## config.mk

```make
export PLATFORM = sky130hd
export DESIGN_NAME = flash_cmd_ctrl
export DESIGN_NICKNAME = d
export VERILOG_FILES = /design/src/inc/flash_cmd_pkg.sv /design/src/hw/flash_cmd_ctrl.sv /design/src/hw/flash_sync.sv /design/src/hw/flash_wr_timer.sv
export SDC_FILE = /design/constraint.sdc
export NUM_CORES = 1
export LEC_CHECK = 0
export BUFFER_PORTS_ARGS = -buffer_cell sky130_fd_sc_hd__buf_2
export CAP_MARGIN = 40
export CORE_AREA = 2 2 112 195
export CTS_CLUSTER_DIAMETER = 40
export DETAILED_ROUTE_END_ITERATION = 10
export DIE_AREA = 0 0 114 197
export GPL_TIMING_DRIVEN = 0
export PLACE_DENSITY = 0.49
export RECOVER_POWER = 100
export SLEW_MARGIN = 20
export SYNTH_ARGS = -nofsm -noshare
export SYNTH_HDL_FRONTEND = slang
export SYNTH_SLANG_ARGS = --single-unit
```

## constraint.sdc

```tcl
create_clock -name clk_i -period 12.49 [get_ports clk_i]
set_input_delay 2.498 -clock clk_i [delete_from_list [all_inputs] [get_ports clk_i]]
set_output_delay 2.498 -clock clk_i [all_outputs]
set_load 0.005 [all_outputs]
```

## src/inc/flash_cmd_pkg.sv

```systemverilog
// constants, state types and carriers of the flash status command decoder
// assumes a 40 MHz system clock that oversamples the serial link pins
//
// Overview of operation
// - write-enable opcode sets the write enable latch.
// - program, erase and status writes are refused unless the latch is set.
// - write-disable opcode, framed by select, clears the latch.
// - latch clears at reset and when any write, program or erase completes.
// - opcode bits sampled on rising clock; commands act when select rises.
// - read-status drives eight status bits, msb first, on falling edges.
// - status byte repeats, freshly taken, until select goes high.
// - read-status is accepted at any time, also while busy.
// - status write is opcode plus one data byte, needs the latch set.
// - status write changes only bits 7, 5, 4, 3 and 2.
// - status write is dropped unless select rises on a byte boundary.
// - valid status write runs a timed cycle with busy high throughout.
// - with lock bit set, status writes are refused while protect pin low.
// - range bits protect memory; protected program or erase is refused.
// - all bytes travel msb first; read data leaves on the serial output.
// - identifier command repeats the device identifier until select rises.
// - falling select starts a command; the first byte is the opcode.
// - while busy, every opcode except read-status is ignored.
package flash_cmd_pkg;

	// ***************************************************
	// opcodes
	// ***************************************************
	localparam logic [7:0] OPC_WREN  = 8'h06;
	localparam logic [7:0] OPC_WRDI  = 8'h04;
	localparam logic [7:0] OPC_RDSR  = 8'h05;
	localparam logic [7:0] OPC_WRSR  = 8'h01;
	localparam logic [7:0] OPC_PROG  = 8'h02;
	localparam logic [7:0] OPC_SERA  = 8'h20;
	localparam logic [7:0] OPC_BERA  = 8'hd8;
	localparam logic [7:0] OPC_CERA  = 8'hc7;
	localparam logic [7:0] OPC_IDENT = 8'hab;

	// ***************************************************
	// status byte layout and reset values
	// ***************************************************
	localparam int         SR_LOCK_POS = 7;
	localparam int         SR_TOP_POS  = 5;
	localparam int         SR_BP_HI    = 4;
	localparam int         SR_BP_LO    = 2;
	localparam int         SR_LATCH_POS = 1;
	localparam int         SR_BUSY_POS = 0;
	localparam logic       LOCK_RST    = 1'b0;
	localparam logic       TOP_RST     = 1'b0;
	localparam logic [2:0] BP_RST      = 3'h0;
	localparam logic       LATCH_RST   = 1'b0;

	// ***************************************************
	// argument byte counts
	// ***************************************************
	localparam logic [2:0] WRSR_BYTES  = 3'h1;
	localparam logic [2:0] ADDR_BYTES  = 3'h3;
	localparam logic [2:0] PROG_BYTES  = 3'h4;
	localparam logic [2:0] ARGS_MAX    = 3'h7;
	localparam logic [2:0] IDENT_LAST  = 3'h2; // index of the last dummy byte

	// identifier value is arbitrary
	localparam logic [7:0] DEVICE_ID_DEF = 8'h5a;

	// ***************************************************
	// timing
	// ***************************************************
	localparam int TW_NS     = 10000000; // status write cycle, ns
	localparam int CLK_NS    = 25;
	localparam int TW_CYCLES = (TW_NS + CLK_NS - 1) / CLK_NS;

	// synchroniser reset image: select high, clock low, data low, protect high
	localparam logic [3:0] PINS_RST = 4'h9;

	// ***************************************************
	// types
	// ***************************************************
	typedef enum logic [2:0] {
		ST_OPC  = 3'b000,
		ST_ARGS = 3'b001,
		ST_STAT = 3'b010,
		ST_ID   = 3'b011,
		ST_SKIP = 3'b100
	} cmd_state_t;

	typedef struct packed {
		logic cs_n;
		logic sclk;
		logic sdi;
		logic wp_n;
	} pins_t;

	typedef struct packed {
		logic        busy;
		logic [31:0] cnt;
		logic        done;
	} timer_t;

	typedef struct packed {
		pins_t       prev;
		cmd_state_t  st;
		logic [7:0]  sh;
		logic [2:0]  bitcnt;
		logic [2:0]  ocnt;
		logic [2:0]  args;
		logic [7:0]  opc;
		logic [23:0] addr;
		logic [7:0]  wdat;
		logic [7:0]  tx;
		logic        obit;
		logic        oe;
		logic        lock;
		logic        top_bottom_select;
		logic [2:0]  bp;
		logic        write_enable_latch;
		logic        mem_busy;
		logic        mem_start;
		logic        tw_start;
		logic [7:0]  stat;
	} cmd_regs_t;

endpackage
```

## src/hw/flash_cmd_ctrl.sv

```systemverilog
// status, write enable and framing logic of a serial flash
// assumes the link pins are asynchronous and far slower than clk_i;
// program and erase bodies and the address map live outside
`timescale 1ns/1ps
module flash_cmd_ctrl
	import flash_cmd_pkg::*;
#(
	parameter int         TW_CYC    = TW_CYCLES,
	parameter logic [7:0] DEVICE_ID = DEVICE_ID_DEF
) (
	input  wire logic        clk_i,            // system clock
	input  wire logic        sys_rst_i,        // async reset, active high
	input  wire logic        cs_n_i,           // select, active low
	input  wire logic        sclk_i,           // serial clock from host
	input  wire logic        serial_in_i,      // serial data in
	input  wire logic        wp_n_i,           // write protect, active low
	output logic             serial_out_o,     // serial data out
	output logic             serial_out_oe_o,  // drive enable of data out
	output logic [7:0]       status_o,         // status byte image
	output logic             mem_start_o,      // program/erase launch pulse
	output logic [7:0]       mem_opcode_o,     // launched opcode
	output logic [23:0]      mem_addr_o,       // launched address
	input  wire logic        addr_protected_i, // mem_addr_o is protected
	input  wire logic        mem_done_i        // program/erase finished
);

	// ***************************************************
	// pin synchronisers
	// ***************************************************
	pins_t      pins_raw;
	pins_t      s;
	logic [3:0] s_vec;

	// gather the raw pins in struct order
	assign pins_raw = '{cs_n: cs_n_i, sclk: sclk_i, sdi: serial_in_i, wp_n: wp_n_i};

	// every pin is asynchronous, so nothing reads it before two flops;
	// the reset image holds select high so no false frame starts
	flash_sync #(
		.W   (4),
		.RST (PINS_RST)
	) u_sync (
		.clk_i     (clk_i),
		.sys_rst_i (sys_rst_i),
		.d_i       (pins_raw),
		.q_o       (s_vec)
	);

	// view the synchronised bits as named pins
	assign s = pins_t'(s_vec);

	// ***************************************************
	// status write timer
	// ***************************************************
	// decoder state, current and next
	cmd_regs_t q;
	cmd_regs_t n;
	logic      tw_busy;
	logic      tw_done;

	// timer runs the write cycle; its start comes from a register
	flash_wr_timer #(
		.CYC (TW_CYC)
	) u_timer (
		.clk_i     (clk_i),
		.sys_rst_i (sys_rst_i),
		.start_i   (q.tw_start),
		.busy_o    (tw_busy),
		.done_o    (tw_done)
	);

	// ***************************************************
	// edges and status image
	// ***************************************************
	logic       busy;
	logic       cs_fall;
	logic       cs_rise;
	logic       clk_rise;
	logic       clk_fall;
	logic [7:0] status;

	// busy merges both cycle sources; edges compare the synced pins with
	// last cycle's copy, three clocks after the pin moves, so every link
	// phase must last at least three system clocks
	assign busy     = tw_busy | q.mem_busy;
	assign cs_fall  = !s.cs_n && q.prev.cs_n;
	assign cs_rise  = s.cs_n && !q.prev.cs_n;
	assign clk_rise = s.sclk && !q.prev.sclk;
	assign clk_fall = !s.sclk && q.prev.sclk;

	// status byte, reserved bit reads zero
	always_comb begin
		status                = 8'h00;
		status[SR_LOCK_POS]   = q.lock;
		status[SR_TOP_POS]    = q.top_bottom_select;
		status[SR_BP_HI:SR_BP_LO] = q.bp;
		status[SR_LATCH_POS]  = q.write_enable_latch;
		status[SR_BUSY_POS]   = busy;
	end

	// ***************************************************
	// command decoder
	// ***************************************************
	// decoder helpers
	logic [7:0] sh_in;
	logic       byte_done;
	logic [7:0] out_byte;
	logic       may_write;
	logic       wr_ok;

	assign sh_in     = {q.sh[6:0], s.sdi};
	assign byte_done = (q.bitcnt == 3'h7);
	assign may_write = q.write_enable_latch;
	assign wr_ok     = may_write && !(q.lock && !s.wp_n);

	// next state of the whole decoder, one pass per clock
	always_comb begin
		n           = q;
		n.prev      = s;
		// status image is registered so the output leaves a flip-flop
		n.stat      = status;
		n.mem_start = 1'b0;
		n.tw_start  = 1'b0;
		out_byte    = q.tx;

		if (tw_done || mem_done_i) begin
			n.write_enable_latch = 1'b0;
			n.mem_busy = q.mem_busy && !mem_done_i;
		end

		if (cs_fall) begin
			n.st     = ST_OPC;
			n.bitcnt = 3'h0;
			n.args   = 3'h0;
			n.ocnt   = 3'h0;
			n.oe     = 1'b0;
		end else if (!s.cs_n) begin
			if (clk_rise) begin
				n.sh     = sh_in;
				n.bitcnt = q.bitcnt + 3'h1;
				unique case (q.st)
					ST_OPC: begin
						if (byte_done) begin
							n.opc = sh_in;
							if (sh_in == OPC_RDSR) begin
								// read-status always taken
								// oe rises now so the first falling edge finds the line driven
								n.st   = ST_STAT;
								n.oe   = 1'b1;
								n.ocnt = 3'h0;
							end else if (busy) begin
								n.st = ST_SKIP;
							end else begin
								unique case (sh_in)
									OPC_WREN, OPC_WRDI, OPC_WRSR,
									OPC_PROG, OPC_SERA, OPC_BERA,
									OPC_CERA, OPC_IDENT: begin
										n.st = ST_ARGS;
									end
									default: begin
										n.st = ST_SKIP;
									end
								endcase
							end
						end
					end
					ST_ARGS: begin
						// the first three argument bytes form the address; the first
						// one is also the status write data
						if (byte_done) begin
							if (q.args < ADDR_BYTES) begin
								n.addr = {q.addr[15:0], sh_in};
							end
							if (q.args == 3'h0) begin
								n.wdat = sh_in;
							end
							if (q.args != ARGS_MAX) begin
								n.args = q.args + 3'h1;
							end
							if (q.opc == OPC_IDENT && q.args == IDENT_LAST) begin
								n.st   = ST_ID;
								n.oe   = 1'b1;
								n.ocnt = 3'h0;
							end
						end
					end
					ST_STAT, ST_ID, ST_SKIP: begin
						// these states wait for select to rise
					end
					default: begin
						n.st = ST_SKIP;
					end
				endcase
			end

			// the output side runs off falling link edges only
			if (clk_fall && (q.st == ST_STAT || q.st == ST_ID)) begin
				if (q.ocnt == 3'h0) begin
					out_byte = (q.st == ST_STAT) ? status : DEVICE_ID;
				end
				n.obit = out_byte[7];
				n.tx   = {out_byte[6:0], 1'b0};
				n.ocnt = q.ocnt + 3'h1;
			end
		end

		// commands commit only when select rises, so a host can still
		// abort any write by raising select in mid-byte
		if (cs_rise) begin
			n.st = ST_OPC;
			n.oe = 1'b0;
			if (q.st == ST_ARGS && q.bitcnt == 3'h0) begin
				unique case (q.opc)
					OPC_WREN: begin
						n.write_enable_latch = 1'b1;
					end
					OPC_WRDI: begin
						n.write_enable_latch = 1'b0;
					end
					OPC_WRSR: begin
						// opcode and data byte
						// a locked or unlatched write is dropped silently
						if (q.args >= WRSR_BYTES && wr_ok) begin
							n.lock     = q.wdat[SR_LOCK_POS];
							n.top_bottom_select = q.wdat[SR_TOP_POS];
							n.bp       = q.wdat[SR_BP_HI:SR_BP_LO];
							n.tw_start = 1'b1;
						end
					end
					OPC_PROG: begin
						if (q.args >= PROG_BYTES && may_write && !addr_protected_i) begin
							n.mem_start = 1'b1;
							n.mem_busy  = 1'b1;
						end
					end
					OPC_SERA, OPC_BERA: begin
						if (q.args >= ADDR_BYTES && may_write && !addr_protected_i) begin
							n.mem_start = 1'b1;
							n.mem_busy  = 1'b1;
						end
					end
					OPC_CERA: begin
						if (may_write && q.bp == 3'h0) begin
							n.mem_start = 1'b1;
							n.mem_busy  = 1'b1;
						end
					end
					default: begin
					end
				endcase
			end
		end
	end

	// ***************************************************
	// state register
	// ***************************************************
	// one register holds all decoder state
	always_ff @(posedge clk_i or posedge sys_rst_i) begin
		if (sys_rst_i) begin
			q           <= '0;
			q.prev      <= pins_t'(PINS_RST);
			q.st        <= ST_OPC;
			q.lock      <= LOCK_RST;
			q.top_bottom_select  <= TOP_RST;
			q.bp        <= BP_RST;
			q.write_enable_latch <= LATCH_RST;
		end else begin
			q <= n;
		end
	end

	// ***************************************************
	// outputs
	// ***************************************************
	// every output leaves a register; the status image trails the
	// state it shows by one clock
	assign serial_out_o    = q.obit;
	assign serial_out_oe_o = q.oe;
	assign status_o        = q.stat;
	assign mem_start_o     = q.mem_start;
	assign mem_opcode_o    = q.opc;
	assign mem_addr_o      = q.addr;

endmodule

```

## src/hw/flash_sync.sv

```systemverilog
// two flip-flop synchroniser for a group of pin inputs
// assumes inputs that are asynchronous to clk_i
`timescale 1ns/1ps
module flash_sync #(
	parameter int              W   = 4,
	parameter logic [W-1:0]    RST = '0
) (
	input  wire logic         clk_i,     // system clock
	input  wire logic         sys_rst_i, // async reset, active high
	input  wire logic [W-1:0] d_i,       // raw pins
	output logic      [W-1:0] q_o        // synchronised pins
);

	logic [2*W-1:0] st_reg;
	logic [2*W-1:0] st_next;

	// first stage feeds only the second stage
	always_comb begin
		st_next = {st_reg[W-1:0], d_i};
	end

	always_ff @(posedge clk_i or posedge sys_rst_i) begin
		if (sys_rst_i) begin
			st_reg <= {RST, RST};
		end else begin
			st_reg <= st_next;
		end
	end

	assign q_o = st_reg[2*W-1:W];

endmodule

```

## src/hw/flash_wr_timer.sv

```systemverilog
// self-timed status write cycle counter
// assumes start_i is a one-cycle pulse that only comes while idle
`timescale 1ns/1ps
module flash_wr_timer
	import flash_cmd_pkg::*;
#(
	parameter int CYC = TW_CYCLES
) (
	input  wire logic clk_i,     // system clock
	input  wire logic sys_rst_i, // async reset, active high
	input  wire logic start_i,   // begin a write cycle
	output logic      busy_o,    // cycle running
	output logic      done_o     // one-cycle end pulse
);

	timer_t t_reg;
	timer_t t_next;

	// count down from start until the last cycle
	always_comb begin
		t_next      = t_reg;
		t_next.done = 1'b0;
		if (start_i && !t_reg.busy) begin
			t_next.busy = 1'b1;
			t_next.cnt  = 32'(CYC - 1);
		end else if (t_reg.busy) begin
			if (t_reg.cnt == 32'h0) begin
				t_next.busy = 1'b0;
				t_next.done = 1'b1;
			end else begin
				t_next.cnt = t_reg.cnt - 32'h1;
			end
		end
	end

	always_ff @(posedge clk_i or posedge sys_rst_i) begin
		if (sys_rst_i) begin
			t_reg <= '0;
		end else begin
			t_reg <= t_next;
		end
	end

	assign busy_o = t_reg.busy;
	assign done_o = t_reg.done;

endmodule

```

==> metrics, run 1 <==
status=complete, but fails checks; failing checks=max-capacitance violations, max-slew violations; hold buffer count at CTS=0; Post-synth EDFFs=0; clock slew at reported path FFs=around 0.060 ns; RR Startpoint=u_timer.t_reg[3]; commonest cells after routing, fill and taps aside=dfrtp_1, mux2_2, nor2_1, buf_2, nand2_1; Initial Utilization=between 20% and 30%; layout cell share with drive strength beyond 1=28.0%; max reg flops=35; core area=20800 µm²; pwr dens=141 nW/µm²; Slew @ Worst Pin=~1.6 ns; Hold Path End=u_sync.st_reg[6]; Clock Skews=roughly 0.008 ns; reg-to-reg setup timing slack=roughly 9 ns; post-layout net count=between 600 and 700; Min-Delay Path Depth=0; syn nets=just under 600; commonest non-fill, non-tap cell in the layout=dfrtp_1; max_slew headroom=-9.23%; Avg WL per Cell=~16 µm; Synth area leaders=dfrtp_1, mux2_2, buf_4; Seq pwr share=a little over two fifths; die outline width=about 110 µm; Seq/Total Area, Yosys=50.8%; first-pass GRT wire length=roughly 24000 µm; type of origin of the critical path=register; DRC=0; Leak=~3.6 nW; input/output buffers=49; Cell Area, Synth=about 6200 µm²; fmax=approximately 0.27 GHz; Fin Setup TNS=0 ns; crit end category=output pin; largest net degree at the start of global routing=93; drt total wl=14300 µm; I/O Pins=51; final hold vios=0; Clk Latency, worst-skew pair=~0.42 ns; # rows=70; post-CTS resize count=0; final worst-path cycle share=29.9%; placed insts=approximately 870; P_sw=~0.24 mW; Data required, critical path=around 10 ns; final setup fails=0; Die Span Y=197 µm; number of buffers created by CTS=17; root buffer cell=clkbuf_16; total grt overflow=0; R2R depth=7; drt pass-1 iters=5; sw frac=a little under a quarter; Async S/R FF share, synth=100%; Int Pwr=just under 0.8 mW; CTS tree=built; power share of the combinational group=under 10%; Vias/cell=4.84; vias in the first global route=roughly 4600; Reg-to-Reg End=u_timer.t_reg[1]; unrepaired setup endpoints after global routing=false; kind of critical path=reg2out; YS warnings=0; Die ar.=roughly 22000 µm²; dominant synthesized flop cell=dfrtp_1; min-delay src=u_sync.st_reg[2]; hpwl dp=~11000 µm; Max Slew Vio Count=34; Placer Congestion=between 0.8 and 0.9; area grow syn2layout=19.0%; H-Tree Depth=4; initial antenna violation count=0; Mapped Cells=between 500 and 600; Yosys top cell area share=48.6%; Critical Path Fanout Max=7; Max clock buf depth=2; Post-CTS Setup Inserts=0; min cycle time layout=between 3 and 4 ns; hold crit path type=reg2reg; total of max-cap violations=1; CP arrival=between 1 and 1.5 ns; CTS Sinks=125; number of antenna diodes=0; Synth Area per Inst=approximately 11 µm²; post-layout util=35.3%; Routed Antenna Nets=0; #FFs+latches synth=125; clock share of power=between 50% and 60%; VDD IR max=around 0.084 mV; First DRT Iteration DRCs=173; GRT Total Usage=a little over an eighth; Non-Filler Instances=898; detailed-route via count=around 4400; Fill cells=around 2100; post-synth cell types=64; area leader, netlist=dfrtp_1
-- synthesized netlist by cell type (3+ instances only) --
library cell / count
nor3_1: 17
o21ai_0: 22
dfrtp_1: 120
a31oi_1: 4
buf_4: 40
or4_1: 6
o31ai_1: 9
o22ai_1: 6
nor2b_1: 10
and2_1: 3
inv_1: 18
or3_1: 6
nor4b_1: 3
xor2_1: 13
xnor2_1: 3
mux2_2: 49
nor3b_1: 4
nor4_1: 12
buf_6: 3
ha_1: 18
o211ai_1: 5
nand4_1: 9
nor2_1: 45
a211oi_1: 3
nand4b_1: 3
o41ai_1: 3
dfstp_2: 5
clkbuf_1: 13
a22oi_1: 3
mux2i_1: 8
a21oi_1: 11
nand3_1: 14
nand2_1: 36
-- through the flow --
| stage | area, µm² | setup WS (ns) | power (mW) | hold slack, ns |
|---|---|---|---|---|
| floorplan | 6170 | 6.67 | 0.478 | 0.331 |
| global placement | 6740 | 5.16 | 0.499 | 0.334 |
| detailed placement | 6780 | 8.91 | 0.503 | 0.335 |
| CTS | 7430 | 8.77 | 1.06 | 0.347 |
| global route | 7350 | 8.68 | 1.08 | 0.356 |
| finish | 7350 | 8.76 | 1.04 | 0.346 |
-- per-layer routing --
| layer | GRT usage [%] | wire [µm] | vias up |
|---|---|---|---|
| met5 | 0 | 0 | - |
| met4 | 6.23 | 339 | 0 |
| met3 | 2.77 | 360 | 20 |
| met2 | 26.1 | 8170 | 84 |
| met1 | 13.8 | 5470 | 2139 |
| li1 | - | - | 2107 |
-- critical path, cell delays in order (launching register included) --
cell      delay (ns)
dfrtp_1         0.52
clkbuf_4        0.20
buf_2           0.10
-- power by group through the flow --
stage | Clock (mW) | Combinational [mW] | Sequential [mW]
4_1_cts | 0.559 | 0.0629 | 0.433
3_3_place_gp | 0 | 0.0594 | 0.440
2_1_floorplan | 0 | 0.0448 | 0.433
5_1_grt | 0.574 | 0.0692 | 0.435
6_report | 0.546 | 0.0606 | 0.433
3_5_place_dp | 0 | 0.0626 | 0.440
-- worst max-delay path by stage --
stage | startpoint | to | slack, ns | depth (start not counted)
floorplan | sys_rst_i | may_write | 6.67 | 1
global route | mem_opcode_o[6] | mem_opcode_o[6] | 8.68 | 2
detailed placement | addr_protected_i | q[10] | 8.91 | 5
global placement | sys_rst_i | q[68] | 5.16 | 2
CTS | mem_opcode_o[6] | mem_opcode_o[6] | 8.77 | 2
finish | mem_opcode_o[6] | mem_opcode_o[6] | 8.76 | 2
-- cell families after synthesis --
logic type | count (synthesis) | share of synthesized area, %
buffers and inverters | 78 | 7.58
xor gates and xnor gates | 16 | 2.27
DFF | 125 | 50.8
other | 1 | 0.0607
AOI/OAI and AO/OA | 78 | 8.47
muxes | 58 | 10.5
and+or+nand+nor | 190 | 16.7
adders and majority gates | 18 | 3.65
-- cell type report --
class | instances | area, µm² | share of cell area, %
multi-input combinational | 361 | 2540 | 34.5
buffer | 60 | 385 | 5.24
tap | 252 | 315 | 4.29
inverter | 18 | 68.8 | 0.936
clock buffer | 18 | 429 | 5.84
sequential | 125 | 3130 | 42.6
clock inverter | 14 | 218 | 2.96
timing repair buffer | 50 | 263 | 3.58
Note: power is estimated with default switching activity, not from simulation.
==> inputs of run 2 (changes only) <==
--- a/config.mk
+++ b/config.mk
@@ -5,12 +5,13 @@
 export SDC_FILE = /design/constraint.sdc
 export NUM_CORES = 1
 export LEC_CHECK = 0
+export ABC_AREA = 1
 export BUFFER_PORTS_ARGS = -buffer_cell sky130_fd_sc_hd__buf_2
 export CAP_MARGIN = 40
-export CORE_AREA = 2 2 112 195
+export CORE_AREA = 2 2 117 203
 export CTS_CLUSTER_DIAMETER = 40
 export DETAILED_ROUTE_END_ITERATION = 10
-export DIE_AREA = 0 0 114 197
+export DIE_AREA = 0 0 119 205
 export GPL_TIMING_DRIVEN = 0
 export PLACE_DENSITY = 0.49
 export RECOVER_POWER = 100
==> constraint.sdc (replaced) <==
create_clock -name clk_i -period 3.9 [get_ports clk_i]
set_input_delay 0.78 -clock clk_i [delete_from_list [all_inputs] [get_ports clk_i]]
set_output_delay 0.78 -clock clk_i [all_outputs]
set_load 0.005 [all_outputs]
==> run 2 against run 1 <==
Net effect: flip-flop and latch count stayed put; final cell count is 39% higher; synthesized cell count is 53% higher; the run still ends with max-capacitance violations, max-slew violations left; area after synthesis is 8.7% higher; setup slack worse by 7.4 ns; sequential share of layout area is 3.2 points lower; register-to-register slack worse by 7.7 ns; largest cell class unchanged; global-route usage is 2.0 points higher; clock skew hardly changed; critical path type is now reg2reg.
==> metrics, run 2 <==
most frequent cell after synthesis=nand2_1; detailed-route via count=about 5600; family with the most delay on the worst path=buffers and inverters; area grow syn2layout=18.5%; Initial Utilization=between 20% and 30%; WHS=about 0.35 ns; WP buf/inv=3; power share of the combinational group=~5.1%; max reg flops=35; Reg-to-Reg End=mem_addr_o[1]; CTS tree=built; Max stage delay on crit path=around 0.62 ns; Clk Latency, worst-skew pair=around 0.43 ns; Avg WL per Cell=about 14 µm; initial antenna violation count=0; status=complete, but fails checks; final setup fails=0; pwr dens=between 400 and 500 nW/µm²; Design Area, Final=around 8000 µm²; kind of critical path=reg2reg; Async S/R FF share, synth=100%; syn nets=between 800 and 900; Yosys top cell area share=44.7%; Die Span Y=around 210 µm; #FFs+latches synth=between 100 and 150; commonest non-fill, non-tap cell in the layout=nand2_1; hold buffer count at CTS=0; R2R depth=8; I/O Pins=51; number of antenna diodes=0; Vias/cell=roughly 4.5; Post-CTS Setup Inserts=0; die outline width=119 µm; Int Pwr=around 2.5 mW; Placer Congestion=around 0.89; First DRT Iteration DRCs=around 260; reg-to-reg setup timing slack=1.31 ns; Clock Skews=0.00793 ns; Cell Area, Synth=~6700 µm²; Data required, critical path=around 4.2 ns; drt pass-1 iters=4; Max Slew Vio Count=31; largest net degree at the start of global routing=33; Seq/Total Area, Yosys=between 40% and 50%; final hold vios=0; P_sw=~0.76 mW; failing checks=max-capacitance violations, max-slew violations; hpwl dp=14100 µm; total of max-cap violations=1; CP arrival=2.87 ns; CTS Sinks=125; Post-synth EDFFs=0; YS warnings=0; post-CTS resize count=0; hold crit path type=reg2reg; number of buffers created by CTS=17; Min-Delay Path Depth=0; Fin Setup TNS=0 ns; Die ar.=~24000 µm²; Slew @ Worst Pin=around 1.6 ns; final worst-path cycle share=between 60% and 70%; unrepaired setup endpoints after global routing=false; total grt overflow=0; fmax=0.387 GHz; VDD IR max=0.218 mV; Area after DPL=about 7400 µm²; root buffer cell=clkbuf_16; H-Tree Depth=4; # rows=73; dominant synthesized flop cell=dfrtp_1; area leader, netlist=dfrtp_1; input/output buffers=49; min cycle time layout=between 2 and 3 ns; clock share of power=53.5%; total power=around 3.3 mW; DRC=0; crit end category=register; Synth Area per Inst=approximately 7.8 µm²; max_slew headroom=-8.37%; post-synth cell types=38; Synth area leaders=dfrtp_1, nand2_1, nor2_1; RR Startpoint=u_sync.st_reg[7]; GRT Total Usage=around 16%; Leak=between 4 and 5 nW; type of origin of the critical path=register; clock slew at reported path FFs=0.06 ns; core area=~23000 µm²; worst-path cell chain=inv_1 > ha_1 > nand2_1 > nor2_1 > nand4_1 > clkbuf_1 > clkbuf_1 > o21ai_0; most used cell, CP=clkbuf_1; commonest cells after routing, fill and taps aside=nand2_1, dfrtp_1, nor2_1, inv_1, o21ai_0; Max clock buf depth=2; Critical Path Fanout Max=10; first-pass GRT wire length=29100 µm; Seq pwr share=roughly two fifths; Routed Antenna Nets=0; vias in the first global route=about 5700; layout cell share with drive strength beyond 1=between 10% and 20%; min-delay src=u_sync.st_reg[2]; drt total wl=about 18000 µm; sw frac=23.3%; post-layout net count=a little under 1000; Mapped Cells=about 860; slowest CP cell=dfstp_1; Fill cells=2430; most frequent cells after synthesis=nand2_1, dfrtp_1, nor2_1; Hold Path End=u_sync.st_reg[6]
-- run 2: cell types whose count changed after synthesis, sizes merged, moves of 9 or more --
cell   change
o31ai      -9
nor2      +74
nor2b     -10
mux2      -50
nor4      -12
o21ai     +61
nand2    +194
inv       +72
nand3     +40
a21oi     +12
-- run 2: metal layers --
layer	global-route usage [%]	share of wire (%)
met5	0	0
met4	8.93	3.9
met3	3.15	2.6
met2	31.1	58
met1	14.2	36
-- run 2: through the flow --
| stage | utilization (%) | setup WS [ns] | instances |
|---|---|---|---|
| 2_1_floorplan | - | 1.58 | 863 |
| 3_3_place_gp | 32.3 | 0.588 | 1212 |
| 3_5_place_dp | 32.6 | 1.76 | 1216 |
| 4_1_cts | 35.5 | 1.74 | 1248 |
| 5_1_grt | 35.0 | 1.00 | 1248 |
| 6_report | 35.0 | 1.31 | 1248 |
-- run 2: power groups by stage --
stage	logic, mW	registers, mW	clock network [mW]
5_1_grt	0.193	1.35	1.85
6_report	0.167	1.35	1.74
2_1_floorplan	0.115	1.37	0
3_5_place_dp	0.178	1.37	0
3_3_place_gp	0.167	1.37	0
4_1_cts	0.178	1.35	1.79
-- run 2: worst max-delay path by stage --
| stage | depth (start not counted) | endpoint | start | slack (ns) |
|---|---|---|---|---|
| 2_1_floorplan | 1 | may_write | sys_rst_i | 1.58 |
| 3_3_place_gp | 2 | status_o[2] | sys_rst_i | 0.59 |
| 3_5_place_dp | 9 | mem_addr_o[1] | u_sync.st_reg[7] | 1.76 |
| 4_1_cts | 9 | mem_addr_o[1] | u_sync.st_reg[7] | 1.74 |
| 5_1_grt | 8 | mem_addr_o[1] | u_sync.st_reg[7] | 1.00 |
| 6_report | 8 | mem_addr_o[1] | u_sync.st_reg[7] | 1.31 |
-- run 2: kinds of logic after synthesis --
group | after synthesis | synth area share, %
AND/OR/NAND/NOR | 436 | 27.2
buffers and inverters | 146 | 10.8
flip-flops | 125 | 46.7
AO/OA/AOI/OAI | 124 | 10.2
adder cells (fa/ha/maj) | 18 | 3.36
XOR/XNOR | 13 | 1.70
other | 1 | 0.0559
-- run 2: area by class of cell --
cell class	instances	area, µm²	area share [%]
repair buffers	53	282	3.54
multi-input cells	592	2790	35.1
inverters	91	343	4.31
clock buffers	20	467	5.87
well taps	300	375	4.72
clock inverters	12	183	2.30
plain buffers	55	379	4.77
flip-flops and latches	125	3130	39.4
